`src/apcr_map.svh`:
```
`ifndef APCR_MAP_SVH
`define APCR_MAP_SVH

// Register addresses.
`define APCR_ADDR_MIX_MUTE 9'h192
`define APCR_ADDR_RIGHT_ST 9'h193
`define APCR_ADDR_LEFT_ST 9'h194
`define APCR_ADDR_AMP_EN 9'h195
`define APCR_ADDR_CONV_EN 9'h196
`define APCR_ADDR_SW_STATUS 9'h197
`define APCR_ADDR_SW_MASK 9'h198
`define APCR_ADDR_TRIM_EN 9'h199

// Writable bit masks; cleared positions are reserved.
`define APCR_WMASK_MIX_MUTE 8'h6E
`define APCR_WMASK_SIDETONE 8'h3F
`define APCR_WMASK_AMP_EN 8'hDF
`define APCR_WMASK_CONV_EN 8'hFF
`define APCR_WMASK_SW_MASK 8'h0F
`define APCR_WMASK_TRIM_EN 8'h03

// Field positions.
`define APCR_BIT_RSPK_MUTE 1
`define APCR_BIT_LSPK_MUTE 2
`define APCR_BIT_MIX_AUD 3
`define APCR_BIT_MIX_VOICE 5
`define APCR_BIT_MIX_LINE 6
`define APCR_BIT_EAR_ON 0
`define APCR_BIT_RHP_ON 1
`define APCR_BIT_LHP_ON 2
`define APCR_BIT_RLO_ON 3
`define APCR_BIT_LLO_ON 4
`define APCR_BIT_RSPK_ON 6
`define APCR_BIT_LSPK_ON 7
`define APCR_BIT_LONG_PUSH 0
`define APCR_BIT_SHORT_PUSH 1
`define APCR_BIT_HP_EVENT 2
`define APCR_BIT_HS_EVENT 3

// Reset value and long push timing.
`define APCR_RESET_VAL 8'h00
`define APCR_LONG_PUSH_MS 2000
`define APCR_CLK_MHZ 200

`endif

```
`src/apcr_pkg.sv`:
```
package apcr_pkg;
	typedef logic [8:0] apcr_addr_t;
	typedef logic [7:0] apcr_byte_t;
	typedef enum logic [1:0] {
		APCR_SW_IDLE,
		APCR_SW_HELD,
		APCR_SW_LONG
	} apcr_sw_e;
endpackage
```
`src/apcr_audio_path_control_regs.sv`:
```
// Decided for this implementation: the address-and-strobe port.
`timescale 1ns/1ps
// Summary of operation
// RULE1 - All control registers reset to zero: amps off, unmuted, no mixer sources.
// RULE2 - Mixer register bit 1 mutes right loudspeaker amplifier.
// RULE3 - Mixer register bit 2 mutes left loudspeaker amplifier.
// RULE4 - Right mixer sources: bit 3 audio converter, 5 voice converter, 6 line.
// RULE5 - Left side-tone register holds six-bit volume in bits 5:0.
// RULE6 - Amplifier enable bit 0 turns on the ear piece amplifier.
// RULE7 - Amplifier enable bits 1 and 2 turn on right and left headphone.
// RULE8 - Amplifier enable bits 3 and 4 turn on right and left line-out.
// RULE9 - Amplifier enable bits 6 and 7 turn on loudspeakers; bit 5 reserved.
// RULE10 - Converter enable bits 7:6 select data bus drive strength.
// RULE11 - Switch and jack status is read-only by writes, resets to zero. The code clears status bits 0 and 1 when a one is written to them.
// RULE12 - Status bit 0 sets when power switch held over 2.0 seconds.
// RULE13 - Status bit 1 sets when a momentary switch push is detected.
// RULE14 - Status bit 2 reads zero when a headphone is present.
// RULE15 - Status bit 3 reads one when a headset is present.
// RULE16 - Mask bits 0 to 3 mask the four events; bits 7:4 reserved.
// RULE17 - Unmasked active status bit raises the interrupt; masked ones do not. The code uses sticky jack-change flags for bits 2 and 3, not the levels.
// RULE18 - Reserved bits read zero and ignore writes.
`include "apcr_map.svh"

module apcr_audio_path_control_regs #(
	parameter int unsigned LONG_PUSH_CYCLES = `APCR_LONG_PUSH_MS * 1000 * `APCR_CLK_MHZ
) (
	// Clock and reset.
	input wire logic i_ref_clk,
	input wire logic i_rst_b,
	// Register port.
	input wire apcr_pkg::apcr_addr_t i_addr,
	input wire apcr_pkg::apcr_byte_t i_wdata,
	input wire logic i_wr,
	input wire logic i_rd,
	output apcr_pkg::apcr_byte_t o_rdata,
	// Switch and jack sense inputs.
	input wire logic i_power_switch,
	input wire logic i_headphone_present,
	input wire logic i_headset_present,
	// Audio path controls.
	output logic o_right_loudspeaker_mute,
	output logic o_left_loudspeaker_mute,
	output logic o_right_mix_audio_conv,
	output logic o_right_mix_voice_conv,
	output logic o_right_mix_line_input,
	output logic [5:0] o_right_sidetone_level,
	output logic [5:0] o_left_sidetone_level,
	output logic o_earpiece_amp_on,
	output logic o_right_headphone_amp_on,
	output logic o_left_headphone_amp_on,
	output logic o_right_lineout_amp_on,
	output logic o_left_lineout_amp_on,
	output logic o_right_loudspeaker_amp_on,
	output logic o_left_loudspeaker_amp_on,
	output logic [5:0] o_converter_enables,
	output logic [1:0] o_bus_drive_strength,
	output logic [1:0] o_trim_enable,
	// Interrupt.
	output logic o_irq
);
	import apcr_pkg::*;

	apcr_byte_t mix_mute_r;
	apcr_byte_t right_st_r;
	apcr_byte_t left_st_r;
	apcr_byte_t amp_en_r;
	apcr_byte_t conv_en_r;
	apcr_byte_t status_word;
	apcr_byte_t mask_r;
	apcr_byte_t trim_r;
	apcr_byte_t rdata_nxt;
	apcr_sw_e sw_state_r;
	logic [31:0] hold_cnt_r;
	logic hp_prev_r;
	logic hs_prev_r;
	logic long_push_set;
	logic short_push_set;
	logic hp_change;
	logic hs_change;
	logic status_wr;
	logic [1:0] jack_level_r;
	logic long_push_flag;
	logic short_push_flag;
	logic hp_pend;
	logic hs_pend;

	// A push counts as long only once it has lasted one cycle more than the limit.
	localparam logic [31:0] LONG_PUSH_LAST = 32'(LONG_PUSH_CYCLES - 1);

	// RULE1 all zero
	// RULE18 reserved masked
	apcr_wr_reg #(
		.ADDR(`APCR_ADDR_MIX_MUTE),
		.WMASK(`APCR_WMASK_MIX_MUTE)
	) u_mix_mute_reg (
		.i_ref_clk(i_ref_clk),
		.i_rst_b(i_rst_b),
		.i_addr(i_addr),
		.i_wdata(i_wdata),
		.i_wr(i_wr),
		.o_value(mix_mute_r)
	);

	apcr_wr_reg #(
		.ADDR(`APCR_ADDR_RIGHT_ST),
		.WMASK(`APCR_WMASK_SIDETONE)
	) u_right_st_reg (
		.i_ref_clk(i_ref_clk),
		.i_rst_b(i_rst_b),
		.i_addr(i_addr),
		.i_wdata(i_wdata),
		.i_wr(i_wr),
		.o_value(right_st_r)
	);

	// RULE5 six bit volume
	apcr_wr_reg #(
		.ADDR(`APCR_ADDR_LEFT_ST),
		.WMASK(`APCR_WMASK_SIDETONE)
	) u_left_st_reg (
		.i_ref_clk(i_ref_clk),
		.i_rst_b(i_rst_b),
		.i_addr(i_addr),
		.i_wdata(i_wdata),
		.i_wr(i_wr),
		.o_value(left_st_r)
	);

	apcr_wr_reg #(
		.ADDR(`APCR_ADDR_AMP_EN),
		.WMASK(`APCR_WMASK_AMP_EN)
	) u_amp_en_reg (
		.i_ref_clk(i_ref_clk),
		.i_rst_b(i_rst_b),
		.i_addr(i_addr),
		.i_wdata(i_wdata),
		.i_wr(i_wr),
		.o_value(amp_en_r)
	);

	apcr_wr_reg #(
		.ADDR(`APCR_ADDR_CONV_EN),
		.WMASK(`APCR_WMASK_CONV_EN)
	) u_conv_en_reg (
		.i_ref_clk(i_ref_clk),
		.i_rst_b(i_rst_b),
		.i_addr(i_addr),
		.i_wdata(i_wdata),
		.i_wr(i_wr),
		.o_value(conv_en_r)
	);

	// RULE16 mask bits
	apcr_wr_reg #(
		.ADDR(`APCR_ADDR_SW_MASK),
		.WMASK(`APCR_WMASK_SW_MASK)
	) u_mask_reg (
		.i_ref_clk(i_ref_clk),
		.i_rst_b(i_rst_b),
		.i_addr(i_addr),
		.i_wdata(i_wdata),
		.i_wr(i_wr),
		.o_value(mask_r)
	);

	apcr_wr_reg #(
		.ADDR(`APCR_ADDR_TRIM_EN),
		.WMASK(`APCR_WMASK_TRIM_EN)
	) u_trim_reg (
		.i_ref_clk(i_ref_clk),
		.i_rst_b(i_rst_b),
		.i_addr(i_addr),
		.i_wdata(i_wdata),
		.i_wr(i_wr),
		.o_value(trim_r)
	);

	// RULE12 long push timer
	always_ff @(posedge i_ref_clk) begin
		if (!i_rst_b) begin
			sw_state_r <= APCR_SW_IDLE;
			hold_cnt_r <= 32'h0;
		end else begin
			case (sw_state_r)
				APCR_SW_IDLE: begin
					hold_cnt_r <= 32'h0;
					if (i_power_switch) begin
						sw_state_r <= APCR_SW_HELD;
					end
				end
				APCR_SW_HELD: begin
					if (!i_power_switch) begin
						sw_state_r <= APCR_SW_IDLE;
					end else if (hold_cnt_r >= LONG_PUSH_LAST) begin
						sw_state_r <= APCR_SW_LONG;
					end else begin
						hold_cnt_r <= hold_cnt_r + 32'h1;
					end
				end
				APCR_SW_LONG: begin
					if (!i_power_switch) begin
						sw_state_r <= APCR_SW_IDLE;
					end
				end
				default: begin
					sw_state_r <= APCR_SW_IDLE;
				end
			endcase
		end
	end

	// The long event fires once on crossing the limit; a release before it counts as a momentary push.
	assign long_push_set = (sw_state_r == APCR_SW_HELD) && i_power_switch && (hold_cnt_r >= LONG_PUSH_LAST);
	// RULE13 momentary push
	assign short_push_set = (sw_state_r == APCR_SW_HELD) && !i_power_switch;

	always_ff @(posedge i_ref_clk) begin
		if (!i_rst_b) begin
			// Tracking the pins during reset keeps a jack plugged at start from posting a false change.
			hp_prev_r <= i_headphone_present;
			hs_prev_r <= i_headset_present;
		end else begin
			hp_prev_r <= i_headphone_present;
			hs_prev_r <= i_headset_present;
		end
	end

	assign hp_change = hp_prev_r != i_headphone_present;
	assign hs_change = hs_prev_r != i_headset_present;
	assign status_wr = i_wr && (i_addr == `APCR_ADDR_SW_STATUS);

	// Push bits are sticky and cleared by writing one; a set in the same cycle wins.
	// Jack bits follow the jack level, so a write cannot clear them while the condition stands.
	// RULE11 no plain writes
	apcr_sticky_flag u_long_push_flag (
		.i_ref_clk(i_ref_clk),
		.i_rst_b(i_rst_b),
		.i_set(long_push_set),
		.i_clear(status_wr && i_wdata[`APCR_BIT_LONG_PUSH]),
		.o_flag(long_push_flag)
	);

	apcr_sticky_flag u_short_push_flag (
		.i_ref_clk(i_ref_clk),
		.i_rst_b(i_rst_b),
		.i_set(short_push_set),
		.i_clear(status_wr && i_wdata[`APCR_BIT_SHORT_PUSH]),
		.o_flag(short_push_flag)
	);

	always_ff @(posedge i_ref_clk) begin
		if (!i_rst_b) begin
			jack_level_r <= 2'h0;
		end else begin
			// RULE14 inverted headphone
			// RULE15 headset level
			jack_level_r <= {i_headset_present, !i_headphone_present};
		end
	end

	assign status_word = {4'h0, jack_level_r, short_push_flag, long_push_flag};

	// Jack changes are reported through the interrupt via a sticky pending pair.
	apcr_sticky_flag u_hp_pend_flag (
		.i_ref_clk(i_ref_clk),
		.i_rst_b(i_rst_b),
		.i_set(hp_change),
		.i_clear(status_wr && i_wdata[`APCR_BIT_HP_EVENT]),
		.o_flag(hp_pend)
	);

	apcr_sticky_flag u_hs_pend_flag (
		.i_ref_clk(i_ref_clk),
		.i_rst_b(i_rst_b),
		.i_set(hs_change),
		.i_clear(status_wr && i_wdata[`APCR_BIT_HS_EVENT]),
		.o_flag(hs_pend)
	);

	// RULE17 masked interrupt
	assign o_irq = |({hs_pend, hp_pend, status_word[1:0]} & ~mask_r[3:0]);

	always_comb begin
		rdata_nxt = 8'h00;
		if (i_addr == `APCR_ADDR_MIX_MUTE) begin
			rdata_nxt = mix_mute_r;
		end else if (i_addr == `APCR_ADDR_RIGHT_ST) begin
			rdata_nxt = right_st_r;
		end else if (i_addr == `APCR_ADDR_LEFT_ST) begin
			rdata_nxt = left_st_r;
		end else if (i_addr == `APCR_ADDR_AMP_EN) begin
			rdata_nxt = amp_en_r;
		end else if (i_addr == `APCR_ADDR_CONV_EN) begin
			rdata_nxt = conv_en_r;
		end else if (i_addr == `APCR_ADDR_SW_STATUS) begin
			rdata_nxt = status_word;
		end else if (i_addr == `APCR_ADDR_SW_MASK) begin
			rdata_nxt = mask_r;
		end else if (i_addr == `APCR_ADDR_TRIM_EN) begin
			rdata_nxt = trim_r;
		end
	end

	// Read data holds only in the cycle after the strobe.
	always_ff @(posedge i_ref_clk) begin
		if (!i_rst_b) begin
			o_rdata <= 8'h00;
		end else if (i_rd) begin
			o_rdata <= rdata_nxt;
		end else begin
			o_rdata <= 8'h00;
		end
	end

	// RULE2 right mute
	assign o_right_loudspeaker_mute = mix_mute_r[`APCR_BIT_RSPK_MUTE];
	// RULE3 left mute
	assign o_left_loudspeaker_mute = mix_mute_r[`APCR_BIT_LSPK_MUTE];
	// RULE4 mixer sources
	assign o_right_mix_audio_conv = mix_mute_r[`APCR_BIT_MIX_AUD];
	assign o_right_mix_voice_conv = mix_mute_r[`APCR_BIT_MIX_VOICE];
	assign o_right_mix_line_input = mix_mute_r[`APCR_BIT_MIX_LINE];
	assign o_right_sidetone_level = right_st_r[5:0];
	assign o_left_sidetone_level = left_st_r[5:0];
	// RULE6 earpiece enable
	assign o_earpiece_amp_on = amp_en_r[`APCR_BIT_EAR_ON];
	// RULE7 headphone enables
	assign o_right_headphone_amp_on = amp_en_r[`APCR_BIT_RHP_ON];
	assign o_left_headphone_amp_on = amp_en_r[`APCR_BIT_LHP_ON];
	// RULE8 lineout enables
	assign o_right_lineout_amp_on = amp_en_r[`APCR_BIT_RLO_ON];
	assign o_left_lineout_amp_on = amp_en_r[`APCR_BIT_LLO_ON];
	// RULE9 loudspeaker enables
	assign o_right_loudspeaker_amp_on = amp_en_r[`APCR_BIT_RSPK_ON];
	assign o_left_loudspeaker_amp_on = amp_en_r[`APCR_BIT_LSPK_ON];
	assign o_converter_enables = conv_en_r[5:0];
	// RULE10 drive strength
	assign o_bus_drive_strength = conv_en_r[7:6];
	assign o_trim_enable = trim_r[1:0];
endmodule // apcr_audio_path_control_regs

// One software-writable byte; reserved positions never take a one.
module apcr_wr_reg #(
	parameter apcr_pkg::apcr_addr_t ADDR = 9'h000,
	parameter apcr_pkg::apcr_byte_t WMASK = 8'hFF
) (
	// Clock and reset.
	input wire logic i_ref_clk,
	input wire logic i_rst_b,
	// Register port.
	input wire apcr_pkg::apcr_addr_t i_addr,
	input wire apcr_pkg::apcr_byte_t i_wdata,
	input wire logic i_wr,
	// Stored value.
	output apcr_pkg::apcr_byte_t o_value
);
	import apcr_pkg::*;

	// RULE1 zero reset
	// RULE18 reserved bits
	always_ff @(posedge i_ref_clk) begin
		if (!i_rst_b) begin
			o_value <= `APCR_RESET_VAL;
		end else if (i_wr && (i_addr == ADDR)) begin
			o_value <= i_wdata & WMASK;
		end
	end
endmodule // apcr_wr_reg

// Sticky event flag cleared by writing one; a set in the clearing cycle wins so no event is lost.
module apcr_sticky_flag (
	// Clock and reset.
	input wire logic i_ref_clk,
	input wire logic i_rst_b,
	// Event and software clear.
	input wire logic i_set,
	input wire logic i_clear,
	// Flag.
	output logic o_flag
);
	import apcr_pkg::*;

	always_ff @(posedge i_ref_clk) begin
		if (!i_rst_b) begin
			o_flag <= 1'b0;
		end else if (i_set) begin
			o_flag <= 1'b1;
		end else if (i_clear) begin
			o_flag <= 1'b0;
		end
	end
endmodule // apcr_sticky_flag

```
`config.mk`:
```
export PLATFORM = sky130hd
export DESIGN_NAME = apcr_audio_path_control_regs
export DESIGN_NICKNAME = d
export VERILOG_FILES = /design/src/apcr_pkg.sv /design/src/apcr_audio_path_control_regs.sv
export VERILOG_INCLUDE_DIRS = /design/src
export SDC_FILE = /design/constraint.sdc
export NUM_CORES = 1
export LEC_CHECK = 0
export BUFFER_PORTS_ARGS = -buffer_cell sky130_fd_sc_hd__clkbuf_2
export CAP_MARGIN = 20
export CORE_MARGIN = 2
export CORE_UTILIZATION = 40
export DETAILED_ROUTE_END_ITERATION = 6
export PLACE_DENSITY = 0.59
export SKIP_LAST_GASP = 1
export SLEW_MARGIN = 20
export SYNTH_ARGS = -nofsm -noshare
export SYNTH_HDL_FRONTEND = slang
export SYNTH_SLANG_ARGS = --single-unit
```
`constraint.sdc`:
```
create_clock -name i_ref_clk -period 2.6 [get_ports i_ref_clk]
set_clock_uncertainty 0.05 [all_clocks]
set_input_delay 0 -clock i_ref_clk [delete_from_list [all_inputs] [get_ports i_ref_clk]]
set_output_delay 0 -clock i_ref_clk [all_outputs]
set_load 0.01 [all_outputs]
```
==> flow_metrics.tcl, run 1 <==
set metrics [dict create \
    status "complete, no violations" \
    cts_resized 0 \
    cts_tree "yes" \
    synthFlopType "dfxtp_1" \
    grt_pass1_vias 3402 \
    viasPerCell 5.21 \
    ant_nets 0 \
    grt_max_degree 42 \
    fp.dieW_um 105 \
    yosys.area.top_type "dfxtp_1" \
    cts-hold-fix-buffers 13 \
    synth-seq-area-share_pct 43.4 \
    critPathLaunchType "register" \
    antenna_found_initial 0 \
    multi_input_area_um2 2170 \
    cts_setup_buffers 0 \
    seqCellArea_um2 1760 \
    fin_crit_ns 2.32 \
    setup_tns_ns 0 \
    antennaDiodeCount 0 \
    synth_edf_count 0 \
    drv_slew 0 \
    routed-via-count 3555 \
    fillers 993 \
    die_h_um 105 \
    finalNonFillerCells 682 \
    io_buffers 66 \
    area_growth_pct 20.2 \
    powerDensity_nw_per_um2 491 \
    fin_nets 569 \
    htreeDepth 3 \
    clk_pin_slew_ns 0.10 \
    numCtsBuffers 9 \
    synth_nets 488 \
    drc 0 \
    fmax_ghz 0.432 \
    drt-total-wl_mm 10.3 \
    rows 36 \
    initial_core_util_pct 41.3 \
    max-slew-margin-rel_pct 54.8 \
    grt_overflow 0 \
    clockBufferDepth 2 \
    pin_count 67 \
    critPathMaxFanout 8 \
    rsz0062_at_grt "no" \
    finalHoldViolCount 0 \
    p_total_mw 2.39 \
    cp-end-kind "register" \
    yosys.area.top_type_share_pct 43.4 \
    coreArea_um2 9820 \
    syn_inst 463 \
    drt_iter0_drc 134 \
    setup_viol 0 \
    cts-root-buf "clkbuf_8" \
    ys_warn_count 0 \
    wl_per_cell_um 15.1 \
    first_pass_iters 4 \
    place_inst 653 \
    worst_pin_slew_ns 0.677 \
    drive_gt1_share_pct 19.1 \
    ys_ff_latch 88 \
    critPathKind "reg -> reg" \
    drv_cap 0 \
    dieArea_um2 11000 \
    ys_types 50 \
    yosys-top-cells-area "dfxtp_1, mux2i_1, nor2b_1, nand2_1, xnor2_1" \
    place_congestion 0.844 \
    ir_drop_v 0.000332 \
    cts_sinks 88 \
    grt_pass1_wl_mm 16.9 \
    leakagePower_nw 1.91 \
    dp_hpwl_mm 7.39 \
    synth_area_um2 4060 \
    hp-class "in -> reg" \
    worst_ep_arrival_time_ns 2.52 \
    period_share_pct 89.1 \
    grt_use_total_pct 19.1 \
    avgSynthCellArea_um2 8.76 \
    clock_latency_ns 0.36 \
    critPathRequiredTime_ns 2.81 \
    synthArstFlopShare_pct 0 \
]
## worst max-delay path: stages (launching register included)
cell,delay (ns)
dfxtp_1,0.42
nand4_2,0.22
nor4_1,0.34
nand3_1,0.28
nor4b_2,0.53
a21oi_1,0.14
a31o_2,0.23
## registers in the layout, indices dropped and copies added, names as in the netlist, 2 cells and up
name,cells
hold_cnt_r,32
jack_level_r,2
o_rdata,8
sw_state_r,2
u_amp_en_reg.o_value,7
u_conv_en_reg.o_value,8
u_left_st_reg.o_value,6
u_mask_reg.o_value,4
u_mix_mute_reg.o_value,5
u_right_st_reg.o_value,6
u_trim_reg.o_value,2
## placed cells by master, fill, tap and decap left out, drive strengths merged, types with 15 or more instances in the layout
cell / synthesis / final
xnor2: 21 / 21
nor2: 44 / 44
nand3: 24 / 24
mux2i: 36 / 36
nor3: 21 / 21
inv: 12 / 16
a21oi: 15 / 15
nor2b: 36 / 36
clkbuf: 15 / 75
nand2: 49 / 49
dfxtp: 88 / 88
## metal layers
| layer | part of all wire, % | track usage (%) |
|---|---|---|
| met1 | 46 | 24.3 |
| met2 | 48 | 32.7 |
| met3 | 4.9 | 4.80 |
| met4 | 1.1 | 4.10 |
| met5 | 0 | 0 |
## final cells by class
cell class                 count  share of cell area [%]
clock buffer                   9                    2.54
multi-input combinational    343                    44.6
clock inverter                 7                    1.23
inverter                      12                   0.924
sequential                    88                    36.1
timing repair buffer          90                    11.1
tap                          133                    3.41
## path summary, 6_finish.rpt
path	from	endpoint	slack (ns)	cells past startpoint
setup / recovery	hold_cnt_r[3]	hold_cnt_r[25]	0.28	6
setup reg to reg	hold_cnt_r[3]	hold_cnt_r[25]	0.28	6
hold / removal	i_rd	o_rdata[2]	0.03	3
hold reg to reg	hold_cnt_r[31]	hold_cnt_r[31]	0.44	1
## cells by family after synthesis
| group | count (synthesis) | share of synthesized area, % |
|---|---|---|
| XOR/XNOR | 23 | 4.97 |
| flip-flops | 88 | 43.4 |
| AO/OA/AOI/OAI | 65 | 11.1 |
| multiplexers | 36 | 8.88 |
| AND/OR/NAND/NOR | 218 | 28.2 |
| buffers and inverters | 32 | 3.12 |
| adder cells (fa/ha/maj) | 1 | 0.308 |
## power breakdown
group	internal, mW	switching [mW]	leakage (nW)
Combinational	0.0592	0.0772	1.11
Sequential	1.36	0.00562	0.711
Clock	0.364	0.532	0.0912
## synth_stat cells, types with 5 or more instances
cell type,instances
nand3_1,24
clkbuf_1,15
nor2_1,44
dfxtp_1,88
a21boi_0,12
xnor2_1,21
nor2b_1,36
o21a_1,5
nand2_1,49
o21ai_0,9
a22oi_1,6
mux2i_1,36
nor4_1,9
inv_1,12
nor3_1,21
a21oi_1,15
## per-stage QoR
stage	hold slack [ns]	setup slack [ns]	area, µm²	util (%)
after floorplan	-0.0223	0.572	4060	-
after global placement	0.0971	0.383	4560	46.4
after detailed placement	0.103	0.299	4560	46.4
after CTS	0.0167	0.300	4870	49.6
after global routing	0.0488	0.0713	4870	49.6
final	0.0347	0.283	4870	49.6
Note: power is estimated with default switching activity, not from simulation.
==> inputs of run 2 (changes only) <==
--- a/config.mk
+++ b/config.mk
@@ -12,6 +12,7 @@
 export CORE_UTILIZATION = 40
 export DETAILED_ROUTE_END_ITERATION = 6
 export PLACE_DENSITY = 0.59
+export RECOVER_POWER = 25
 export SKIP_LAST_GASP = 1
 export SLEW_MARGIN = 20
 export SYNTH_ARGS = -nofsm -noshare
==> flow_metrics.tcl, run 2 (same netlist as run 1, synthesis figures left out) <==
set metrics [dict create \
    status "complete, no violations" \
    rsz0062_at_grt "no" \
    setup_tns_ns 0 \
    dp_hpwl_mm 7.39 \
    p_total_mw 2.39 \
    switchingPower_uw 613 \
    clkPwrFrac_pct 37.4 \
    critPathMaxFanout 8 \
    pin_count 67 \
    max-slew-margin-rel_pct 54.7 \
    grt_overflow 0 \
    critPathKind "reg -> reg" \
    grt_max_degree 42 \
    first_pass_iters 4 \
    numCtsBuffers 9 \
    viasPerCell 5.23 \
    period_share_pct 88.5 \
    coreArea_um2 9820 \
    drt_iter0_drc 141 \
    fillers 1002 \
    regMostFlops "hold_cnt_r" \
    routed-via-count 3565 \
    wl_per_cell_um 15.2 \
    cts_resized 0 \
    place_congestion 0.844 \
    intPower_mw 1.78 \
    finalNonFillerCells 682 \
    grt_use_total_pct 19.1 \
    rows 36 \
    drv_slew 0 \
    powerDensity_nw_per_um2 495 \
    mostFrequentLayoutCells "dfxtp_1, nand2_1, nor2_1" \
    grt_pass1_wl_mm 16.9 \
    antennaDiodeCount 0 \
    layout_commonest_cell "dfxtp_1" \
    fin_nets 569 \
    fmax_ghz 0.435 \
    fin_crit_ns 2.30 \
    worst_pin_slew_ns 0.678 \
    clk_pin_slew_ns 0.10 \
    critPathRequiredTime_ns 2.81 \
    place_inst 653 \
    cts_tree "yes" \
    drive_gt1_share_pct 13.3 \
    placed_area_um2 4560 \
    post-route-util_pct 49.2 \
    clock_latency_ns 0.36 \
    die_h_um 105 \
    reg_top3 "hold_cnt_r (32), o_rdata (8), u_conv_en_reg.o_value (8)" \
    critPathLaunchType "register" \
    cts-root-buf "clkbuf_8" \
    setup_viol 0 \
    worst_ep_arrival_time_ns 2.51 \
    htreeDepth 3 \
    io_buffers 66 \
    share_seq_of_total_power_pct 56.9 \
    combPwrFrac_pct 5.7 \
    hp-class "in -> reg" \
    ant_nets 0 \
    area_growth_pct 19.2 \
    final_area_um2 4830 \
    drt-total-wl_mm 10.4 \
    cp-end-kind "register" \
    antenna_found_initial 0 \
    grt_pass1_vias 3402 \
    leakagePower_nw 1.80 \
    largest_reg_flops 32 \
    clockBufferDepth 2 \
    swShare_pct 25.6 \
    drv_cap 0 \
    dieArea_um2 11000 \
    drc 0 \
    cts_setup_buffers 0 \
    finalHoldViolCount 0 \
    cts_sinks 88 \
    initial_core_util_pct 41.3 \
    ir_drop_v 0.000332 \
    fp.dieW_um 105 \
]
-- run 2: through the flow --
stage | hold slack (ns) | worst slack (ns)
3_3_place_gp | 0.0971 | 0.383
3_5_place_dp | 0.103 | 0.299
5_1_grt | 0.0488 | 0.0713
6_report | 0.0353 | 0.300
4_1_cts | 0.0167 | 0.300
2_1_floorplan | -0.0223 | 0.572
-- run 2: per-layer routing --
metal / vias to the layer above / routed length (µm) / global-route usage, %
met3: 10 / 489 / 4.80
met1: 1679 / 4800 / 24.3
met5: - / 0 / 0
met4: 0 / 130 / 4.10
met2: 96 / 4940 / 32.7
li1: 1780 / - / -
-- run 2: path summary, 6_finish.rpt --
check / depth (start not counted) / start / slack [ns] / end
min reg2reg: 1 / hold_cnt_r[31] / 0.44 / hold_cnt_r[31]
max: 6 / hold_cnt_r[3] / 0.30 / hold_cnt_r[25]
min: 3 / i_rd / 0.04 / o_rdata[2]
max reg2reg: 6 / hold_cnt_r[3] / 0.30 / hold_cnt_r[25]
-- run 2: what timing repair did --
item / 4_1_cts / 5_1_grt
endpoints found under the hold margin: 36 / 0
hold buffers: 13 / 0
setup endpoints to repair: 0 / 0
-- run 2: cell type report --
| class | count | area [µm²] | share of cell area (%) |
|---|---|---|---|
| repair buffers | 90 | 503 | 10.4 |
| clock buffers | 9 | 124 | 2.56 |
| flip-flops and latches | 88 | 1760 | 36.4 |
| clock inverters | 7 | 60.1 | 1.24 |
| well taps | 133 | 166 | 3.44 |
| multi-input cells | 343 | 2170 | 45.0 |
| inverters | 12 | 45.0 | 0.932 |
-- run 2: critical path, cell delays in order, from the launching register on --
cell     delay, ns
dfxtp_1       0.42
nand4_2       0.22
nor4_1        0.34
nand3_1       0.27
nor4b_2       0.52
a21oi_1       0.14
a31o_2        0.23
-- run 2: power groups by stage --
stage	Combinational (mW)	Clock, mW	Sequential, mW
floorplan	0.0668	0	1.39
global placement	0.121	0	1.39
detailed placement	0.121	0	1.39
CTS	0.137	0.933	1.36
global route	0.147	0.988	1.36
finish	0.136	0.894	1.36
==> inputs of run 3 (changes only) <==
--- a/config.mk
+++ b/config.mk
@@ -8,12 +8,11 @@
 export LEC_CHECK = 0
 export BUFFER_PORTS_ARGS = -buffer_cell sky130_fd_sc_hd__clkbuf_2
 export CAP_MARGIN = 20
-export CORE_MARGIN = 2
-export CORE_UTILIZATION = 40
+export CORE_MARGIN = 1
+export CORE_UTILIZATION = 56
 export DETAILED_ROUTE_END_ITERATION = 6
-export PLACE_DENSITY = 0.59
+export PLACE_DENSITY = 0.78
 export RECOVER_POWER = 25
-export SKIP_LAST_GASP = 1
 export SLEW_MARGIN = 20
 export SYNTH_ARGS = -nofsm -noshare
 export SYNTH_HDL_FRONTEND = slang
==> flow_metrics.tcl, run 3 (same netlist as run 1, synthesis figures left out) <==
set metrics [dict create \
    status "complete, no violations" \
    wl_per_cell_um 15.6 \
    finalHoldViolCount 0 \
    cts_tree "yes" \
    viasPerCell 5.73 \
    grt_use_total_pct 27.6 \
    drt-total-wl_mm 10.0 \
    hp-class "in -> reg" \
    reg2reg_from "hold_cnt_r[11]" \
    startpoint "hold_cnt_r[11]" \
    powerDensity_nw_per_um2 507 \
    die_h_um 87.1 \
    clk_pin_slew_ns 0.09 \
    ant_nets 0 \
    leakagePower_nw 1.80 \
    htreeDepth 3 \
    drive_gt1_share_pct 13.3 \
    drc 0 \
    wl_met3_um 621 \
    min_from "i_addr[3]" \
    worst_pin_slew_ns 0.702 \
    max-slew-margin-rel_pct 52.8 \
    fin_crit_ns 2.27 \
    switchingPower_uw 572 \
    cts_sinks 88 \
    first_pass_iters 5 \
    hold_depth 3 \
    pin_count 67 \
    grt_pass1_wl_mm 16.3 \
    antennaDiodeCount 0 \
    setup_tns_ns 0 \
    largest_reg_flops 32 \
    swShare_pct 23.6 \
    regMostFlops "hold_cnt_r" \
    period_share_pct 87.3 \
    highest_layer "met4" \
    wl_met2_mm 4.89 \
    fmax_ghz 0.441 \
    drv_cap 0 \
    post-route-util_pct 69.3 \
    clockBufferDepth 2 \
    grt_pass1_vias 3474 \
    rows 30 \
    grt_max_degree 47 \
    numCtsBuffers 9 \
    grt_overflow 0 \
    area_growth_pct 18.1 \
    critPathKind "reg -> reg" \
    ir_drop_v 0.000379 \
    holdWs_ns 0.0110 \
    share_seq_of_total_power_pct 56.1 \
    dieArea_um2 7590 \
    cts-root-buf "clkbuf_8" \
    intPower_mw 1.86 \
    mostFrequentLayoutCells "dfxtp_1, nand2_1, nor2_1" \
    drv_slew 0 \
    initial_core_util_pct 58.7 \
    clkPwrFrac_pct 38.4 \
    critPathMaxFanout 5 \
    layout_commonest_cell "dfxtp_1" \
    wl_met1_mm 4.29 \
    setup_viol 0 \
    fp.dieW_um 87.1 \
    clock_latency_ns 0.35 \
    antenna_found_initial 0 \
    drt_iter0_drc 210 \
    rsz0062_at_grt "no" \
    worst_ep_arrival_time_ns 2.47 \
    cp-end-kind "register" \
    reg2regPathDepth 6 \
    place_congestion 0.853 \
    combPwrFrac_pct 5.5 \
    dp_hpwl_mm 7.21 \
    reg_top3 "hold_cnt_r (32), o_rdata (8), u_conv_en_reg.o_value (8)" \
    coreArea_um2 6910 \
    critPathRequiredTime_ns 2.80 \
    routed-via-count 3691 \
    io_buffers 66 \
    fin_nets 568 \
    critPathLaunchType "register" \
]
run 3: through the flow:
| stage | setup WS [ns] | total power [mW] | cells | area, µm² |
|---|---|---|---|---|
| global placement | 0.491 | 1.51 | 616 | 4510 |
| finish | 0.331 | 2.43 | 644 | 4790 |
| global route | 0.0622 | 2.51 | 644 | 4790 |
| floorplan | 0.572 | 1.46 | 463 | 4060 |
| CTS | 0.326 | 2.44 | 644 | 4830 |
| detailed placement | 0.332 | 1.51 | 616 | 4510 |
run 3: area by class of cell:
class | instances | area, µm²
multi-input cells | 343 | 2170
clock inverters | 7 | 71.3
repair buffers | 89 | 493
flip-flops and latches | 88 | 1760
fillers | 614 | 2120
clock buffers | 9 | 124
inverters | 12 | 45.0
well taps | 96 | 120
run 3: layer usage:
layer / global-route usage [%] / vias to the layer above
met5: 0 / -
met4: 12.5 / 0
met3: 4.36 / 23
met2: 48.5 / 166
met1: 33.2 / 1724
li1: - / 1778
run 3: path summary, 6_finish.rpt:
kind,to,slack (ns)
min,o_rdata[1],0.01
min reg2reg,hold_cnt_r[31],0.42
max reg2reg,hold_cnt_r[25],0.33
max,hold_cnt_r[25],0.33
run 3: what timing repair did:
item	CTS	global route
hold buffers	12	0
resized for setup	0	0
setup endpoints to repair	0	0
hold endpoints to repair	35	0
setup buffers	0	0
run 3: power by group through the flow:
stage / sequential [mW] / combinational, mW / clock (mW)
floorplan: 1.39 / 0.0668 / 0
global placement: 1.39 / 0.116 / 0
detailed placement: 1.39 / 0.118 / 0
CTS: 1.36 / 0.134 / 0.944
global route: 1.36 / 0.145 / 1.00
finish: 1.36 / 0.134 / 0.933
run 3: worst max-delay path, cell delays in order (launching register included):
cell and delay, ns:
dfxtp_1 0.36, or4_1 0.53, nor2_1 0.23, a211oi_4 0.11, nor4b_2 0.52, a21oi_1 0.14
a31o_2 0.22
